<file path="config.mk">
export PLATFORM = sky130hd
export DESIGN_NAME = adcsc_top
export DESIGN_NICKNAME = d
export VERILOG_FILES = /design/src/adcsc_pkg.sv /design/src/adcsc_sar.sv /design/src/adcsc_top.sv
export SDC_FILE = /design/constraint.sdc
export NUM_CORES = 1
export LEC_CHECK = 0
export BUFFER_PORTS_ARGS = -buffer_cell sky130_fd_sc_hd__buf_2
export CAP_MARGIN = 20
export CORE_MARGIN = 3
export CORE_UTILIZATION = 59
export CTS_CLUSTER_SIZE = 24
export DETAILED_ROUTE_END_ITERATION = 12
export PLACE_DENSITY = 0.79
export SYNTH_ARGS = -nofsm -noshare
export SYNTH_HDL_FRONTEND = slang
export SYNTH_SLANG_ARGS = --single-unit
</file>
<file path="constraint.sdc">
create_clock -name clk_i -period 2.9 [get_ports clk_i]
set_clock_uncertainty 0.15 [all_clocks]
set_input_delay 0.145 -clock clk_i [delete_from_list [all_inputs] [get_ports clk_i]]
set_output_delay 0.145 -clock clk_i [all_outputs]
set_load 0.03 [all_outputs]
</file>
<file path="src/adcsc_pkg.sv">
/*
 * Package for the converter sequence control block: register offsets,
 * field positions, reset values, timing and mode enumerations.
 * Assumes a byte-wide register port with printed byte offsets.
 */
package adcsc_pkg;

    // Register offsets (byte addresses)
    localparam logic [15:0] ADCSC_RES_LOW_BASE  = 16'h12A0;
    localparam logic [15:0] ADCSC_RES_HIGH_CH4  = 16'h12A9;
    localparam logic [15:0] ADCSC_MODE0_ADDR    = 16'h12B0;
    localparam logic [15:0] ADCSC_MODE1_ADDR    = 16'h12B1;
    localparam logic [15:0] ADCSC_MODE2_ADDR    = 16'h12B2;

    // Mode control 0 fields
    localparam int ADCSC_M0_START  = 0;
    localparam int ADCSC_M0_SCAN   = 1;
    localparam int ADCSC_M0_REPEAT = 2;
    localparam int ADCSC_M0_ITM    = 3;
    localparam int ADCSC_M0_BUSY   = 6;
    localparam int ADCSC_M0_END    = 7;
    // Mode control 1 fields
    localparam int ADCSC_M1_CH_LSB = 0;
    localparam int ADCSC_M1_I2RUN  = 5;
    localparam int ADCSC_M1_REFON  = 7;
    // Mode control 2 fields
    localparam int ADCSC_M2_TRGE   = 0;

    localparam logic [2:0] ADCSC_CH_RESET = 3'h0;
    localparam logic [2:0] ADCSC_CH_MAX   = 3'h4;
    localparam logic [4:0] ADCSC_LOW_ONES = 5'h1F;
    localparam int         ADCSC_NUM_CH   = 5;

    // One channel takes 132 system states
    localparam int          ADCSC_CONV_STATES = 132;
    localparam logic [7:0]  ADCSC_CONV_CYCLES = 8'(ADCSC_CONV_STATES);
    localparam logic [1:0]  ADCSC_EVERY_4TH   = 2'h3;

    typedef enum logic [1:0] {
        ADCSC_FIX_SINGLE,
        ADCSC_SCAN_SINGLE,
        ADCSC_FIX_REPEAT,
        ADCSC_SCAN_REPEAT
    } adcsc_mode_t;

    typedef enum logic [1:0] {
        ADCSC_IDLE,
        ADCSC_CONVERT,
        ADCSC_HALTED
    } adcsc_state_t;

endpackage : adcsc_pkg

</file>
<file path="src/adcsc_sar.sv">
/*
 * Successive-approximation stepper: runs one conversion of fixed length
 * and returns the ten-bit code. Assumes the comparator output is a
 * synchronised input valid every cycle of the search.
 */
`timescale 1ns/1ps
module adcsc_sar
    import adcsc_pkg::*;
(
    // Clock and reset
    input  wire logic       clk_i,
    input  wire logic       srst_i,
    // Control
    input  wire logic       start_i,
    input  wire logic       abort_i,
    input  wire logic       cmp_i,
    // Result
    output logic [9:0]      trial_o,
    output logic            done_o,
    output logic [9:0]      code_o
);
    logic [7:0] cnt_reg;
    logic [9:0] bit_reg;
    logic       run_reg;

    // Ten bit decisions spread over the fixed window; the rest is sampling
    always_ff @(posedge clk_i) begin
        if (srst_i || abort_i) begin
            cnt_reg <= 8'h00;
            run_reg <= 1'b0;
            bit_reg <= 10'h200;
            trial_o <= 10'h000;
            done_o  <= 1'b0;
            code_o  <= 10'h000;
        end else begin
            done_o <= 1'b0;
            if (start_i && !run_reg) begin
                run_reg <= 1'b1;
                cnt_reg <= 8'h01;
                bit_reg <= 10'h200;
                trial_o <= 10'h200;
            end else if (run_reg) begin
                cnt_reg <= cnt_reg + 8'h01;
                // Every eighth cycle gives ten decisions well inside the window
                if (cnt_reg[2:0] == 3'h7 && bit_reg != 10'h000) begin
                    if (!cmp_i) begin
                        trial_o <= (trial_o & ~bit_reg) | (bit_reg >> 1);
                    end else begin
                        trial_o <= trial_o | (bit_reg >> 1);
                    end
                    bit_reg <= bit_reg >> 1;
                end
                if (cnt_reg == ADCSC_CONV_CYCLES - 8'h01) begin
                    run_reg <= 1'b0;
                    done_o  <= 1'b1;
                    code_o  <= trial_o;
                end
            end
        end
    end

endmodule : adcsc_sar

</file>
<file path="src/adcsc_top.sv">
/*
 * Sequence and result control of a ten-bit converter: channel select,
 * four conversion modes, start sources, busy/end flags, result storage.
 * Assumes a byte register port with read data one cycle after the strobe
 * and an analog front end that only needs the channel, trial code and ladder switch.
 */
// Overview of operation
// - High byte upper bits; low bits 7:6, ones
// - Bit0 stored flag, cleared by pair read
// - Fixed mode code picks inputs 0..4; a start in the write that clears scan first converts input 0
// - Scan code n converts inputs 0..n; a start in the write that sets scan first converts only input n
// - Reset clears scan, channel select zero
// - Start by bit or enabled falling trigger
// - Busy set at start, held meanwhile
// - Trigger edges ignored while converting
// - Completion sets end flag, pulses irq
// - Repeat and scan bits select mode
// - Fixed single: once, end, unbusy, irq
// - Scan single: whole scan then end
// - Fixed repeat: irq each or fourth
// - Scan repeat: irq after each scan
// - Clearing repeat finishes current, clears busy
// - Halt modes abort conversion immediately
// - After halt, repeat restarts, single stays
// - One channel takes 132 states
// - Fixed repeat fourth: cyclic pairs 0..3
// - Result read clears end flag
`timescale 1ns/1ps
module adcsc_top
    import adcsc_pkg::*;
(
    // Clock and reset
    input  wire logic        clk_i,
    input  wire logic        srst_i,
    // Register port
    input  wire logic [15:0] addr_i,
    input  wire logic [7:0]  wdata_i,
    input  wire logic        wr_i,
    input  wire logic        rd_i,
    output logic      [7:0]  rdata_o,
    // Trigger pin and power modes
    input  wire logic        ext_trigger_pin_n_i,
    input  wire logic        deep_idle_mode_i,
    input  wire logic        stop_mode_i,
    input  wire logic        light_idle_mode_i,
    // Analog front end
    input  wire logic        cmp_i,
    output logic      [2:0]  analog_channel_o,
    output logic      [9:0]  dac_trial_o,
    output logic             ref_ladder_switch_o,
    output logic             conv_done_irq_o
);
    // Control bits
    logic        scan_reg;
    logic        repeat_reg;
    logic        itm_reg;
    logic [2:0]  input_channel_select_reg;
    logic        light_idle_run_enable_reg;
    logic        ref_ladder_switch_reg;
    logic        ext_trigger_enable_reg;
    logic        conv_busy_flag_reg;
    logic        conv_end_flag_reg;
    // Sequencer
    adcsc_state_t state_reg;
    logic [2:0]  chan_reg;
    logic [1:0]  quad_reg;
    logic        was_repeat_reg;
    // Results
    logic [9:0]  result_mem [ADCSC_NUM_CH];
    logic [ADCSC_NUM_CH-1:0] result_stored_flag_reg;
    // Pin synchroniser and edge detector
    logic        trg_s1_reg;
    logic        trg_s2_reg;
    logic        trg_s3_reg;

    logic        halt_req;
    logic        trg_fall;
    logic        sw_start;
    logic        start_req;
    logic        sar_start_reg;
    logic        sar_done;
    logic [9:0]  sar_code;
    logic [9:0]  sar_trial;
    adcsc_mode_t mode;
    logic        last_in_scan;
    logic [2:0]  store_pair;
    logic        res_rd;
    logic [2:0]  rd_pair;

    function automatic logic [2:0] pair_of(input logic [15:0] a);
        logic [15:0] off;
        off = a - ADCSC_RES_LOW_BASE;
        return off[3:1];
    endfunction : pair_of

    function automatic logic is_result(input logic [15:0] a);
        return (a >= ADCSC_RES_LOW_BASE) && (a <= ADCSC_RES_HIGH_CH4);
    endfunction : is_result

    assign mode      = adcsc_mode_t'({repeat_reg, scan_reg});
    assign halt_req  = deep_idle_mode_i || stop_mode_i
                       || (light_idle_mode_i && !light_idle_run_enable_reg);
    assign trg_fall  = trg_s3_reg && !trg_s2_reg;
    assign sw_start  = wr_i && (addr_i == ADCSC_MODE0_ADDR) && wdata_i[ADCSC_M0_START];
    assign start_req = (sw_start || (ext_trigger_enable_reg && trg_fall))
                       && (state_reg == ADCSC_IDLE) && !halt_req;
    assign last_in_scan = !scan_reg || (chan_reg >= input_channel_select_reg);
    assign res_rd    = rd_i && is_result(addr_i);
    assign rd_pair   = pair_of(addr_i);

    // Result pair chosen per mode
    always_comb begin
        if (mode == ADCSC_FIX_REPEAT) begin
            store_pair = itm_reg ? {1'b0, quad_reg} : 3'h0;
        end else begin
            store_pair = chan_reg;
        end
    end

    always_ff @(posedge clk_i) begin
        if (srst_i) begin
            trg_s1_reg <= 1'b1;
            trg_s2_reg <= 1'b1;
            trg_s3_reg <= 1'b1;
        end else begin
            trg_s1_reg <= ext_trigger_pin_n_i;
            trg_s2_reg <= trg_s1_reg;
            trg_s3_reg <= trg_s2_reg;
        end
    end

    // Software control bits
    always_ff @(posedge clk_i) begin
        if (srst_i) begin
            scan_reg                  <= 1'b0;
            input_channel_select_reg  <= ADCSC_CH_RESET;
            repeat_reg                <= 1'b0;
            itm_reg                   <= 1'b0;
            light_idle_run_enable_reg <= 1'b0;
            ref_ladder_switch_reg     <= 1'b0;
            ext_trigger_enable_reg    <= 1'b0;
        end else if (wr_i) begin
            if (addr_i == ADCSC_MODE0_ADDR) begin
                scan_reg   <= wdata_i[ADCSC_M0_SCAN];
                repeat_reg <= wdata_i[ADCSC_M0_REPEAT];
                itm_reg    <= wdata_i[ADCSC_M0_ITM];
            end
            if (addr_i == ADCSC_MODE1_ADDR) begin
                // Codes above four fold to input four: only five inputs exist
                if (wdata_i[ADCSC_M1_CH_LSB +: 3] > ADCSC_CH_MAX) begin
                    input_channel_select_reg <= ADCSC_CH_MAX;
                end else begin
                    input_channel_select_reg <= wdata_i[ADCSC_M1_CH_LSB +: 3];
                end
                light_idle_run_enable_reg <= wdata_i[ADCSC_M1_I2RUN];
                // Settling after switch-on is left to software timing
                ref_ladder_switch_reg     <= wdata_i[ADCSC_M1_REFON];
            end
            if (addr_i == ADCSC_MODE2_ADDR) begin
                ext_trigger_enable_reg <= wdata_i[ADCSC_M2_TRGE];
            end
        end
    end

    // Sequencer: channel stepping, repeat, halt handling
    always_ff @(posedge clk_i) begin
        if (srst_i) begin
            state_reg          <= ADCSC_IDLE;
            chan_reg           <= 3'h0;
            quad_reg           <= 2'h0;
            was_repeat_reg     <= 1'b0;
            sar_start_reg      <= 1'b0;
            conv_busy_flag_reg <= 1'b0;
        end else begin
            sar_start_reg <= 1'b0;
            case (state_reg)
                ADCSC_IDLE: begin
                    if (start_req) begin
                        state_reg          <= ADCSC_CONVERT;
                        chan_reg           <= scan_reg ? 3'h0 : input_channel_select_reg;
                        quad_reg           <= 2'h0;
                        sar_start_reg      <= 1'b1;
                        conv_busy_flag_reg <= 1'b1;
                    end
                end
                ADCSC_CONVERT: begin
                    if (halt_req) begin
                        state_reg      <= ADCSC_HALTED;
                        was_repeat_reg <= repeat_reg;
                    end else if (sar_done) begin
                        quad_reg <= quad_reg + 2'h1;
                        if (!last_in_scan) begin
                            chan_reg      <= chan_reg + 3'h1;
                            sar_start_reg <= 1'b1;
                        end else if (repeat_reg) begin
                            chan_reg      <= scan_reg ? 3'h0 : input_channel_select_reg;
                            sar_start_reg <= 1'b1;
                        end else begin
                            state_reg          <= ADCSC_IDLE;
                            conv_busy_flag_reg <= 1'b0;
                        end
                    end
                end
                ADCSC_HALTED: begin
                    if (!halt_req) begin
                        if (was_repeat_reg && repeat_reg) begin
                            state_reg     <= ADCSC_CONVERT;
                            chan_reg      <= scan_reg ? 3'h0 : input_channel_select_reg;
                            quad_reg      <= 2'h0;
                            sar_start_reg <= 1'b1;
                        end else begin
                            state_reg          <= ADCSC_IDLE;
                            conv_busy_flag_reg <= 1'b0;
                        end
                    end
                end
                default: begin
                    state_reg <= ADCSC_IDLE;
                end
            endcase
        end
    end

    adcsc_sar u_sar (
        .clk_i   (clk_i),
        .srst_i  (srst_i),
        .start_i (sar_start_reg),
        .abort_i (halt_req),
        .cmp_i   (cmp_i),
        .trial_o (sar_trial),
        .done_o  (sar_done),
        .code_o  (sar_code)
    );

    // End flag and interrupt; a completion beats a same-cycle read clear
    always_ff @(posedge clk_i) begin
        if (srst_i) begin
            conv_end_flag_reg <= 1'b0;
            conv_done_irq_o   <= 1'b0;
        end else begin
            conv_done_irq_o <= 1'b0;
            if (state_reg == ADCSC_CONVERT && sar_done && !halt_req && last_in_scan
                && !(mode == ADCSC_FIX_REPEAT && itm_reg && quad_reg != ADCSC_EVERY_4TH)) begin
                conv_end_flag_reg <= 1'b1;
                conv_done_irq_o   <= 1'b1;
            end else if (res_rd) begin
                conv_end_flag_reg <= 1'b0;
            end
        end
    end

    // Result storage with per-pair stored flags; store beats read clear
    always_ff @(posedge clk_i) begin
        if (srst_i) begin
            result_stored_flag_reg <= '0;
            for (int i = 0; i < ADCSC_NUM_CH; i++) begin
                result_mem[i] <= 10'h000;
            end
        end else begin
            for (int i = 0; i < ADCSC_NUM_CH; i++) begin
                if (state_reg == ADCSC_CONVERT && sar_done && !halt_req
                    && store_pair == 3'(i)) begin
                    result_mem[i]             <= sar_code;
                    result_stored_flag_reg[i] <= 1'b1;
                end else if (res_rd && rd_pair == 3'(i)) begin
                    result_stored_flag_reg[i] <= 1'b0;
                end
            end
        end
    end

    // Read data, valid in the cycle after the strobe
    always_ff @(posedge clk_i) begin
        if (srst_i) begin
            rdata_o <= 8'h00;
        end else if (rd_i) begin
            if (is_result(addr_i)) begin
                if (addr_i[0]) begin
                    rdata_o <= result_mem[rd_pair][9:2];
                end else begin
                    rdata_o <= {result_mem[rd_pair][1:0], ADCSC_LOW_ONES,
                                result_stored_flag_reg[rd_pair]};
                end
            end else if (addr_i == ADCSC_MODE0_ADDR) begin
                rdata_o <= {conv_end_flag_reg, conv_busy_flag_reg, 2'h0,
                            itm_reg, repeat_reg, scan_reg, 1'b0};
            end else if (addr_i == ADCSC_MODE1_ADDR) begin
                rdata_o <= {ref_ladder_switch_reg, 1'b0, light_idle_run_enable_reg,
                            2'h0, input_channel_select_reg};
            end else if (addr_i == ADCSC_MODE2_ADDR) begin
                rdata_o <= {7'h00, ext_trigger_enable_reg};
            end else begin
                rdata_o <= 8'h00;
            end
        end else begin
            rdata_o <= 8'h00;
        end
    end

    // Front-end drive
    always_ff @(posedge clk_i) begin
        if (srst_i) begin
            analog_channel_o    <= 3'h0;
            dac_trial_o         <= 10'h000;
            ref_ladder_switch_o <= 1'b0;
        end else begin
            analog_channel_o    <= chan_reg;
            dac_trial_o         <= sar_trial;
            ref_ladder_switch_o <= ref_ladder_switch_reg;
        end
    end

    a_busy_start: assert property (@(posedge clk_i) disable iff (srst_i)
        start_req |=> conv_busy_flag_reg)
        else $error("busy not set after start");
    a_trg_ignored: assert property (@(posedge clk_i) disable iff (srst_i)
        (state_reg == ADCSC_CONVERT && trg_fall && !sw_start)
        |=> !sar_start_reg || $past(sar_done))
        else $error("trigger started a busy converter");
    a_halt_abort: assert property (@(posedge clk_i) disable iff (srst_i)
        (state_reg == ADCSC_CONVERT && halt_req) |=> state_reg == ADCSC_HALTED)
        else $error("halt did not abort");
    a_read_clears: assert property (@(posedge clk_i) disable iff (srst_i)
        (res_rd && !(state_reg == ADCSC_CONVERT && sar_done)) |=> !conv_end_flag_reg)
        else $error("end flag survived result read");
    a_reset_chan: assert property (@(posedge clk_i)
        srst_i |=> (input_channel_select_reg == 3'h0 && !scan_reg))
        else $error("channel select not reset");
    a_single_end: assert property (@(posedge clk_i) disable iff (srst_i)
        (conv_done_irq_o && !repeat_reg && !$past(repeat_reg)) |-> !conv_busy_flag_reg)
        else $error("single mode left busy set");
    a_conv_time: assert property (@(posedge clk_i) disable iff (srst_i || halt_req)
        sar_start_reg |-> ##132 sar_done)
        else $error("conversion length wrong");
    a_repeat_busy: assert property (@(posedge clk_i) disable iff (srst_i)
        (conv_done_irq_o && repeat_reg && $past(repeat_reg) && !halt_req) |-> conv_busy_flag_reg)
        else $error("repeat mode dropped busy");
    c_fix_single: cover property (@(posedge clk_i) mode == ADCSC_FIX_SINGLE && conv_done_irq_o);
    c_scan_rep: cover property (@(posedge clk_i) mode == ADCSC_SCAN_REPEAT && conv_done_irq_o);
    c_fourth: cover property (@(posedge clk_i) itm_reg && mode == ADCSC_FIX_REPEAT && conv_done_irq_o);
    c_halt: cover property (@(posedge clk_i) state_reg == ADCSC_HALTED);

endmodule : adcsc_top

</file>
==> impl_metrics.yaml, run 1 <==
synth:
  syn_inst: 530
  synth-edff-count: 50
  yosys_register_bits: 141
  post_synthesis_net_count: 574
  yosys_warnings: 0
  yosysSeqAreaShare_pct: 56.82
  summed_instance_area_of_the_synthesized_netlist_um2: 5848
  post_synth_num_cell_types: 58
  synth_area_per_cell_um2: 11.03
  synth_flop_cell: "sky130_fd_sc_hd__dfxtp_1"
  synth_async_sr_flop_share_pct: 0
finish:
  sequential_cell_area_um2: 3323
  diodes: 0
  area_growth_pct: 20.67
  drive_above_1_share_pct: 20.26
  nets: 653
  largest_register_ff_count: 50
  num-fill-cells: 597
  max_flop_register: "result_mem"
  multi_input_area_um2: 2333
timing:
  timing.setup.tns_ps: 0
  setup_viol: 0
  fin_crit_ps: 2721
  slew_limit_headroom_pct: 57.19
  finalHoldViolations: 0
  period_share_pct: 93.84
  fmax_ghz: 0.3675
  grt_setup_unrepaired: "false"
  worstMarginPinSlew_ps: 639.4
  final_max_slew_viol_count: 0
global_route:
  antenna_found_initial: 0
  first_pass_grt_wire_length_um: 21780
  grtUsageTotal_pct: 24.92
  grt_pass1_vias: 4478
  grt_start_max_net_pins: 42
  grt_overflow_total: 0
drt:
  number_of_vias_after_detailed_routing: 4371
  route.detailed.vias_per_inst: 5.820
  antenna_violating_nets_post_route: 0
  routed_wl_um: 13030
  initialDrtViolationCount: 303
  drcViolationCount: 0
  drt_pass1_iterations: 5
  route.detailed.wl_per_inst_um: 17.35
placement:
  hpwlAfterDp_um: 8367
  io_buffer_count: 53
  place_congestion: 0.8941
die:
  die_height_um: 105.6
  std_cell_rows: 35
  io-pin-count: 56
  die_w_um: 105.6
  core-area_um2: 9415
  initial_standard_cell_utilization_of_the_core_pct: 62.11
  fp.dieArea_um2: 11140
setup_path:
  cp-start-kind: "primary input"
  path_class: "in -> reg"
  cp.arrival_ps: 3030
  cpMaxStageDelayCell: "sky130_fd_sc_hd__nor4b_4"
  max_stage_delay_ps: 640
  critPathRequiredTime_ps: 3210
  cp_common_cell: "sky130_fd_sc_hd__dlygate4sd3_1"
  worst_setup_path_end_kind: "flip-flop"
  reg2reg_depth: 6
  crit_fanout: 14
  path_cells: "dlygate4sd3_1, buf_2, nor4b_4, nand3_1, dlygate4sd3_1, a21oi_1, dlygate4sd3_1"
cts:
  clock_sinks: 141
  clockRootBuffer: "sky130_fd_sc_hd__clkbuf_8"
  post-cts-setup-buffers: 0
  cts_max_level: 4
  cts_bufs_inserted: 17
  cts-root-to-sink-buffers: 2
  cts_tree: "yes"
  clkSlewWorstSetupHoldPaths_ps: 60
  worst_skew_pair.late_latency_ps: 520
pwr:
  total_leakage_power_nw: 2.691
  report.power.total_w: 0.004602
  irDropWorstVdd_v: 0.0005062
  power-per-cell-area_nw_per_um2: 652.1
worst_hold_path:
  timing.hold.worst_path_depth: 6
  worst_hold_path_class: "in -> reg"
flow_run:
  max_cap_viol_count: 0
outcome:
  result_of_the_run: "complete, no violations"
[through the flow]
stage	hold WS (ps)	instance area, um^2	util (%)	std cells	setup WS [ps]
floorplan	75.07	5848	-	530	397.1
global placement	180.7	6230	66.17	697	499.3
detailed placement	184.3	6230	66.17	697	418.3
CTS	44.07	7057	74.95	751	249.9
global route	70.10	7057	74.95	751	73.47
finish	56.69	7057	74.95	751	178.8
[final timing paths]
| path | startpoint | to | slack, ps |
|---|---|---|---|
| setup / recovery | addr_i[0] | scan_reg$_SDFFE_PP0N_ | 180 |
| hold / removal | addr_i[15] | repeat_reg$_SDFFE_PP0N_ | 60 |
| setup reg to reg | state_reg[1]$_SDFFE_PP0P_ | result_mem[3][6]$_DFFE_PP_ | 330 |
| hold reg to reg | trg_s1_reg$_SDFF_PP1_ | trg_s2_reg$_SDFF_PP1_ | 260 |
[cell usage in the layout, fill, tap and decap left out, types with 13 or more instances in the layout]
| cell type | instances |
|---|---|
| sky130_fd_sc_hd__buf_2 | 53 |
| sky130_fd_sc_hd__o21ai_0 | 14 |
| sky130_fd_sc_hd__dlygate4sd3_1 | 22 |
| sky130_fd_sc_hd__dfxtp_1 | 91 |
| sky130_fd_sc_hd__edfxtp_1 | 50 |
| sky130_fd_sc_hd__nand2_1 | 72 |
| sky130_fd_sc_hd__nor2_1 | 42 |
| sky130_fd_sc_hd__a21oi_1 | 41 |
| sky130_fd_sc_hd__and2_1 | 13 |
| sky130_fd_sc_hd__inv_1 | 15 |
| sky130_fd_sc_hd__mux2i_1 | 24 |
| sky130_fd_sc_hd__clkbuf_16 | 17 |
| sky130_fd_sc_hd__nor2b_1 | 14 |
[what timing repair did]
action	in CTS	in global routing
hold buffers	22	0
hold endpoints to repair	34	0
gates resized for setup	0	0
[routing by layer]
metal,vias to the layer above,global-route usage (%),routed length [um]
met4,0,11.56,273
li1,2067,-,-
met2,198,42.76,6645
met5,-,0,0
met3,24,5.695,882
met1,2082,29.78,5230
[critical path: cells and delay by family]
family	cells	cell delay [ps]
buffers and inverters	4	1940
AOI/OAI and AO/OA	1	150
and+or+nand+nor	2	790
[kinds of logic after synthesis]
family	Yosys count	synth area share, %
adder cells (fa/ha/maj)	11	2.353
AND/OR/NAND/NOR	202	17.97
AO/OA/AOI/OAI	93	10.10
XOR/XNOR	5	0.7488
multiplexers	36	8.729
flip-flops	141	56.83
buffers and inverters	42	3.273
[synth_stat cells (12+ instances only)]
| master | n | area share, % |
|---|---|---|
| sky130_fd_sc_hd__clkbuf_1 | 18 | 1.2 |
| sky130_fd_sc_hd__and2_1 | 13 | 1.4 |
| sky130_fd_sc_hd__dfxtp_1 | 91 | 31 |
| sky130_fd_sc_hd__mux4_2 | 12 | 4.6 |
| sky130_fd_sc_hd__o21ai_0 | 14 | 1.2 |
| sky130_fd_sc_hd__nand3_1 | 12 | 1.0 |
| sky130_fd_sc_hd__nand2_1 | 72 | 4.6 |
| sky130_fd_sc_hd__mux2i_1 | 24 | 4.1 |
| sky130_fd_sc_hd__nor2_1 | 42 | 2.7 |
| sky130_fd_sc_hd__nor2b_1 | 14 | 1.5 |
| sky130_fd_sc_hd__edfxtp_1 | 50 | 26 |
| sky130_fd_sc_hd__inv_1 | 15 | 0.96 |
| sky130_fd_sc_hd__a21oi_1 | 41 | 3.5 |
[layout make-up]
cell class | instances | area share (%)
Clock buffer | 20 | 6.472
Multi-Input combinational cell | 347 | 33.07
Timing Repair Buffer | 87 | 8.156
Clock inverter | 12 | 2.128
Inverter | 15 | 0.7979
Sequential cell | 141 | 47.09
Tap cell | 129 | 2.287
[power by group]
part / leakage, nW / switching [W] / internal (W)
clock network: 0.292 / 0.000863 / 0.00132
logic: 1.15 / 0.000177 / 0.000126
registers: 1.25 / 0.0000266 / 0.00209
total: 2.69 / 0.00107 / 0.00353
Note: power is estimated with default switching activity, not from simulation.
==> run 2, diff against run 1 <==
Settings changed: SYNTH_HIERARCHICAL set to 1.
==> run 2 against run 1 <==
Effect of this change: clock-buffer cell count increased by 2; clock power is 4% lower; synthesized cell count grew 4.9%; sequential share of layout area is 0.82 points lower; largest cell class unchanged; worst setup slack gained 57 ps; global-route usage fell by 0.73 points.
==> impl_metrics.yaml, run 2 <==
outcome:
  result_of_the_run: "complete, no violations"
drt:
  antenna_violating_nets_post_route: 0
  routed_wl_um: 13290
  drt_pass1_iterations: 5
  initialDrtViolationCount: 354
  drcViolationCount: 0
  route.detailed.vias_per_inst: 5.983
  number_of_vias_after_detailed_routing: 4643
  route.detailed.wl_per_inst_um: 17.12
timing:
  grt_setup_unrepaired: "false"
  worstMarginPinSlew_ps: 566.4
  fin_crit_ps: 2664
  fmax_ghz: 0.3753
  final_max_slew_viol_count: 0
  timing.setup.tns_ps: 0
  period_share_pct: 91.88
  finalHoldViolations: 0
  setup_viol: 0
  slew_limit_headroom_pct: 61.96
  timing.hold.ws_ps: 29.32
synth:
  synthDominantCellAreaShare_pct: 29.98
  synth-edff-count: 50
  syn_inst: 556
  synth_area_per_cell_um2: 10.93
  yosys_register_bits: 141
  yosys_warnings: 6
  synth_commonest_cells: "sky130_fd_sc_hd__dfxtp_1 (91), sky130_fd_sc_hd__nand2_1 (58), sky130_fd_sc_hd__edfxtp_1 (50)"
  synth_flop_cell: "sky130_fd_sc_hd__dfxtp_1"
  post-synth-top-area-cell: "sky130_fd_sc_hd__dfxtp_1"
  biggest_area_contributors_in_the_synthesized_netlist: "sky130_fd_sc_hd__dfxtp_1 (30%), sky130_fd_sc_hd__edfxtp_1 (25%), sky130_fd_sc_hd__mux4_2 (4.8%)"
  synth_async_sr_flop_share_pct: 0
  summed_instance_area_of_the_synthesized_netlist_um2: 6076
  post_synth_num_cell_types: 72
  yosysSeqAreaShare_pct: 54.70
  dominant_cell_by_count_in_the_synthesized_netlist: "sky130_fd_sc_hd__dfxtp_1"
  post_synthesis_net_count: 600
finish:
  max_flop_register: "result_mem"
  drive_above_1_share_pct: 18.82
  nets: 674
  area_growth_pct: 18.20
  final_cell_area_um2: 7182
  largest_register_ff_count: 50
  layout.cells.most_common: "sky130_fd_sc_hd__dfxtp_1"
  diodes: 0
  final_cell_mix: "sky130_fd_sc_hd__dfxtp_1 (91), sky130_fd_sc_hd__nand2_1 (58), sky130_fd_sc_hd__buf_2 (53)"
  instances_no_fill: 776
setup_path:
  reg2reg_depth: 7
  cp.arrival_ps: 2990
  cp_common_cell: "sky130_fd_sc_hd__dlygate4sd3_1"
  max_stage_delay_ps: 580
  timing.critical_path.buf_inv: 5
  path_cells: "dlygate4sd3_1, buf_2, nor2_1, dlygate4sd3_1, nand4_1, buf_4, dlygate4sd3_1, nor4_1, a31o_2"
  path_class: "in -> reg"
  cpMaxStageDelayCell: "sky130_fd_sc_hd__dlygate4sd3_1"
  critPathRequiredTime_ps: 3220
  r2r_start: "state_reg[1]$_SDFFE_PP0P_"
  reg2reg_slack_ps: 320
  worstSetupPathDepth: 9
  r2r_end: "conv_end_flag_reg$_SDFFE_PP0P_"
  crit_fanout: 4
  worst_setup_path_end_kind: "flip-flop"
  cp_top_family: "buffers and inverters"
  cp-start-kind: "primary input"
cts:
  clockRootBuffer: "sky130_fd_sc_hd__clkbuf_8"
  postCtsResizedCells: 0
  clkSlewWorstSetupHoldPaths_ps: 60
  cts_tree: "yes"
  cts_max_level: 4
  post-cts-setup-buffers: 0
  cts_bufs_inserted: 17
  cts-root-to-sink-buffers: 2
  clock_sinks: 141
  worst_skew_pair.late_latency_ps: 530
global_route:
  grt_busiest_layer: "met2"
  grt_start_max_net_pins: 32
  grtUsageTotal_pct: 24.19
  groute.layer.met1.usage_pct: 28.94
  antenna_found_initial: 0
  grt_pass1_vias: 4573
  grt_overflow_total: 0
  first_pass_grt_wire_length_um: 21620
  groute.layer.met3.usage_pct: 7.079
  groute.layer.met2.usage_pct: 40.32
placement:
  place_congestion: 0.8900
  placed_area_um2: 6419
  numPlacedInstances: 725
  hpwlAfterDp_um: 8850
  io_buffer_count: 53
pwr:
  sequential_fraction_of_design_power_pct: 45.7
  irDropWorstVdd_v: 0.0005792
  power.switching_w: 0.001063
  total_leakage_power_nw: 2.667
  power-per-cell-area_nw_per_um2: 643.6
  fraction_of_power_consumed_by_combinational_cells_pct: 8.8
  clock_power_share_pct: 45.5
  internal_power_w: 0.003560
  power.share.switching_pct: 22.99
die:
  die_height_um: 107.5
  io-pin-count: 56
  core-area_um2: 9910
  die_w_um: 107.5
  std_cell_rows: 36
  initial_standard_cell_utilization_of_the_core_pct: 61.31
  fp.dieArea_um2: 11550
worst_hold_path:
  holdPathEnd: "result_stored_flag_reg[4]$_SDFFE_PP0P_"
  worst_hold_path_class: "in -> reg"
  min-delay-start: "light_idle_mode_i"
  timing.hold.worst_path_depth: 5
flow_run:
  max_cap_viol_count: 0
-- run 2: cell count changes after synthesis, sizes merged, moves of 11 or more --
cell / previous run / this run
o21ai: 15 / 30
nor2: 42 / 27
nand2: 72 / 58
inv: 15 / 27
nand3: 13 / 25
mux2i: 24 / 13
-- run 2: cell type report --
type,instances,area [um^2]
Sequential cell,141,3323
Fill cell,642,2728
Multi-Input combinational cell,362,2499
Timing Repair Buffer,80,515.5
Clock buffer,22,432.9
Tap cell,133,166.4
Clock inverter,10,140.1
Inverter,28,105.1
-- run 2: metal layers --
layer  routed length, um  vias up
met1                5440     2224
met4                 344        0
met2                6653      188
met3                 849       37
li1                    -     2194
met5                   0        -
-- run 2: timing repair --
item | 4_1_cts | 5_1_grt
endpoints found under the setup margin | 0 | 0
hold buffers | 19 | 0
endpoints found under the hold margin | 34 | 0
-- run 2: power groups by stage --
stage          clock (W)  sequential, W  combinational [W]
2_1_floorplan          0        0.00215           0.000277
3_3_place_gp           0        0.00215           0.000361
4_1_cts          0.00213        0.00211           0.000401
3_5_place_dp           0        0.00215           0.000381
6_report         0.00210        0.00211           0.000408
5_1_grt          0.00222        0.00211           0.000445
-- run 2: kinds of logic (layout without fill, tap and decap cells) --
logic type / count (synthesis) / in the layout / synth area share, %
fa+ha+maj: 11 / 11 / 2.265
compound gates: 123 / 123 / 12.89
flops: 141 / 141 / 54.70
mux: 27 / 27 / 7.207
simple gates: 199 / 199 / 18.47
xor+xnor: 2 / 2 / 0.2884
buf+inv: 53 / 140 / 4.180
-- run 2: worst reg2reg max path: stages, from the launching register on --
cell	delay [ps]
sky130_fd_sc_hd__dfxtp_1	370
sky130_fd_sc_hd__inv_1	100
sky130_fd_sc_hd__ha_1	360
sky130_fd_sc_hd__nand4_1	190
sky130_fd_sc_hd__buf_4	180
sky130_fd_sc_hd__dlygate4sd3_1	550
sky130_fd_sc_hd__nor4_1	450
sky130_fd_sc_hd__a31o_2	180
-- run 2: worst max path at each step --
| stage | start | endpoint | slack, ps |
|---|---|---|---|
| global route | deep_idle_mode_i | conv_end_flag_reg$_SDFFE_PP0P_ | 120 |
| finish | deep_idle_mode_i | conv_end_flag_reg$_SDFFE_PP0P_ | 240 |
| detailed placement | state_reg[1]$_SDFFE_PP0P_ | result_mem[4][6]$_DFFE_PP_ | 480 |
| floorplan | state_reg[1]$_SDFFE_PP0P_ | result_mem[4][0]$_DFFE_PP_ | 560 |
| CTS | deep_idle_mode_i | conv_end_flag_reg$_SDFFE_PP0P_ | 280 |
| global placement | state_reg[1]$_SDFFE_PP0P_ | result_mem[4][6]$_DFFE_PP_ | 560 |
-- run 2: stage by stage --
stage	total power, W	utilization, %	setup slack, ps
2_1_floorplan	0.002424	-	564.7
3_3_place_gp	0.002509	64.77	562.7
3_5_place_dp	0.002534	64.77	479.7
4_1_cts	0.004638	72.47	278.5
5_1_grt	0.004778	72.47	124.7
6_report	0.004623	72.47	235.6
==> run 3, diff against run 2 <==
Settings changed: CORE_UTILIZATION 59 to 53, PLACE_DENSITY 0.79 to 0.75.
Clock period 2.9 ns to 2.2 ns, I/O delays scaled along.
==> run 3 against run 2 <==
Effect of this change: sequential cell count unchanged; non-clock buffer count rose by 25; clock power grew 32%; largest cell class unchanged; largest power group unchanged.
==> impl_metrics.yaml, run 3 (synthesis results as in run 2) <==
timing:
  finalHoldViolations: 0
  setup_viol: 0
  slew_limit_headroom_pct: 65.72
  timing.setup.tns_ps: 0
  worst_slack_ps: 73.04
  fin_crit_ps: 2127
  period_share_pct: 96.68
  worstMarginPinSlew_ps: 511.9
  final_max_slew_viol_count: 0
  fmax_ghz: 0.4702
global_route:
  antenna_found_initial: 0
  grtUsageTotal_pct: 21.59
  grt_start_max_net_pins: 25
  grt_overflow_total: 0
  grt_pass1_vias: 4540
  first_pass_grt_wire_length_um: 21870
setup_path:
  reg2reg_depth: 7
  cp.arrival_ps: 2290
  r2r_end: "conv_busy_flag_reg$_SDFFE_PP0P_"
  r2r_start: "input_channel_select_reg[2]$_SDFFE_PP0P_"
  crit_fanout: 5
  critPathRequiredTime_ps: 2360
  worst_setup_path_end_kind: "flip-flop"
  reg2reg_slack_ps: 70
  cp-start-kind: "flip-flop"
  path_class: "reg -> reg"
cts:
  cts_tree: "yes"
  post-cts-setup-buffers: 0
  worst_skew_pair.late_latency_ps: 410
  clockRootBuffer: "sky130_fd_sc_hd__clkbuf_16"
  cts_bufs_inserted: 17
  cts_max_level: 4
  clkSlewWorstSetupHoldPaths_ps: 60
  cts-root-to-sink-buffers: 2
  clock_sinks: 141
die:
  fp.dieArea_um2: 12780
  io-pin-count: 56
  initial_standard_cell_utilization_of_the_core_pct: 55.08
  std_cell_rows: 38
  die_height_um: 113.1
  core-area_um2: 11030
  die_w_um: 113.1
pwr:
  power.share.switching_pct: 22.55
  clock_power_share_pct: 45.0
  fraction_of_power_consumed_by_combinational_cells_pct: 10.0
  power.switching_w: 0.001392
  total_leakage_power_nw: 2.826
  sequential_fraction_of_design_power_pct: 45.0
  internal_power_w: 0.004782
  irDropWorstVdd_v: 0.0007955
  power-per-cell-area_nw_per_um2: 829.4
finish:
  area_growth_pct: 22.53
  diodes: 0
  max_flop_register: "result_mem"
  instances_no_fill: 808
  final_core_util_pct: 67.49
  num-fill-cells: 808
  final_cell_area_um2: 7445
  final_cell_mix: "sky130_fd_sc_hd__dfxtp_1 (90), sky130_fd_sc_hd__nand2_1 (57), sky130_fd_sc_hd__buf_2 (53)"
  layout.cells.most_common: "sky130_fd_sc_hd__dfxtp_1"
  drive_above_1_share_pct: 24.40
  nets: 699
  largest_register_ff_count: 50
flow_run:
  max_cap_viol_count: 0
placement:
  hpwlAfterDp_um: 9391
  post-place-ws_ps: 27.21
  numPlacedInstances: 763
  placed_area_um2: 6700
  io_buffer_count: 53
  place_congestion: 0.8526
outcome:
  result_of_the_run: "complete, no violations"
drt:
  number_of_vias_after_detailed_routing: 4659
  drt_pass1_iterations: 5
  antenna_violating_nets_post_route: 0
  route.detailed.wl_per_inst_um: 16.81
  routed_wl_um: 13580
  initialDrtViolationCount: 331
  drcViolationCount: 0
  route.detailed.vias_per_inst: 5.766
worst_hold_path:
  worst_hold_path_class: "in -> reg"
  min-delay-start: "addr_i[0]"
  holdPathEnd: "rdata_o[4]$_SDFF_PP0_"
  timing.hold.worst_path_depth: 3
-- run 3: cell types whose count changed in the layout (fill, tap and decap cells not counted), moves of 2 or more --
| cell | change |
|---|---|
| sky130_fd_sc_hd__buf_12 | +3 |
| sky130_fd_sc_hd__buf_4 | +28 |
| sky130_fd_sc_hd__clkbuf_1 | -4 |
| sky130_fd_sc_hd__clkbuf_8 | +2 |
| sky130_fd_sc_hd__clkinv_2 | +2 |
| sky130_fd_sc_hd__dlygate4sd3_1 | -6 |
| sky130_fd_sc_hd__ha_1 | -2 |
-- run 3: metrics by stage --
stage	hold slack (ps)	power (W)
after floorplan	63.81	0.003197
after global placement	163.6	0.003403
after detailed placement	164.3	0.003425
after CTS	18.00	0.006209
after global routing	61.16	0.006389
final	28.05	0.006175
-- run 3: layer usage --
metal	GRT usage [%]	up-vias	routed length, um
li1	-	2247	-
met3	6.631	29	991
met4	8.894	0	343
met1	26.23	2198	5602
met2	35.86	185	6645
met5	0	-	0
-- run 3: layout make-up --
cell class / count / area (um^2) / share of cell area [%]
multi-input cells: 362 / 2527 / 33.95
clock buffers: 21 / 470.5 / 6.319
inverters: 28 / 105.1 / 1.412
repair buffers: 105 / 725.7 / 9.748
flip-flops and latches: 141 / 3324 / 44.66
well taps: 140 / 175.2 / 2.353
clock inverters: 11 / 116.4 / 1.563
-- run 3: worst max-delay path by stage --
| stage | from | endpoint | slack [ps] | cells after the start |
|---|---|---|---|---|
| after floorplan | chan_reg[0]$_SDFFE_PP0P_ | conv_busy_flag_reg$_SDFFE_PP0P_ | 50 | 7 |
| after global placement | input_channel_select_reg[2]$_SDFFE_PP0P_ | conv_busy_flag_reg$_SDFFE_PP0P_ | 80 | 7 |
| after detailed placement | state_reg[1]$_SDFFE_PP0P_ | quad_reg[0]$_SDFFE_PP0P_ | 30 | 8 |
| after CTS | state_reg[1]$_SDFFE_PP0P_ | quad_reg[0]$_SDFFE_PP0P_ | 5 | 8 |
| after global routing | chan_reg[0]$_SDFFE_PP0P_ | conv_busy_flag_reg$_SDFFE_PP0P_ | -4 | 7 |
| final | input_channel_select_reg[2]$_SDFFE_PP0P_ | conv_busy_flag_reg$_SDFFE_PP0P_ | 70 | 7 |
-- run 3: critical path, cell delays in order, from the launching register on --
cell	delay [ps]
sky130_fd_sc_hd__dfxtp_1	360
sky130_fd_sc_hd__inv_2	70
sky130_fd_sc_hd__ha_4	260
sky130_fd_sc_hd__nand2_1	70
sky130_fd_sc_hd__o211a_4	280
sky130_fd_sc_hd__o21a_1	200
sky130_fd_sc_hd__or4b_1	500
sky130_fd_sc_hd__o211a_1	140
-- run 3: what timing repair did --
action / in CTS / in global routing
endpoints found under the setup margin: 0 / 18
hold buffers: 13 / 0
gates resized for setup: 0 / 8
hold endpoints to repair: 25 / 0
-- run 3: power by group through the flow --
stage | clock network, W | registers, W | logic (W)
3_5_place_dp | 0 | 0.00283 | 0.000590
2_1_floorplan | 0 | 0.00283 | 0.000367
5_1_grt | 0.00292 | 0.00279 | 0.000679
6_report | 0.00278 | 0.00278 | 0.000616
4_1_cts | 0.00282 | 0.00278 | 0.000610
3_3_place_gp | 0 | 0.00283 | 0.000573
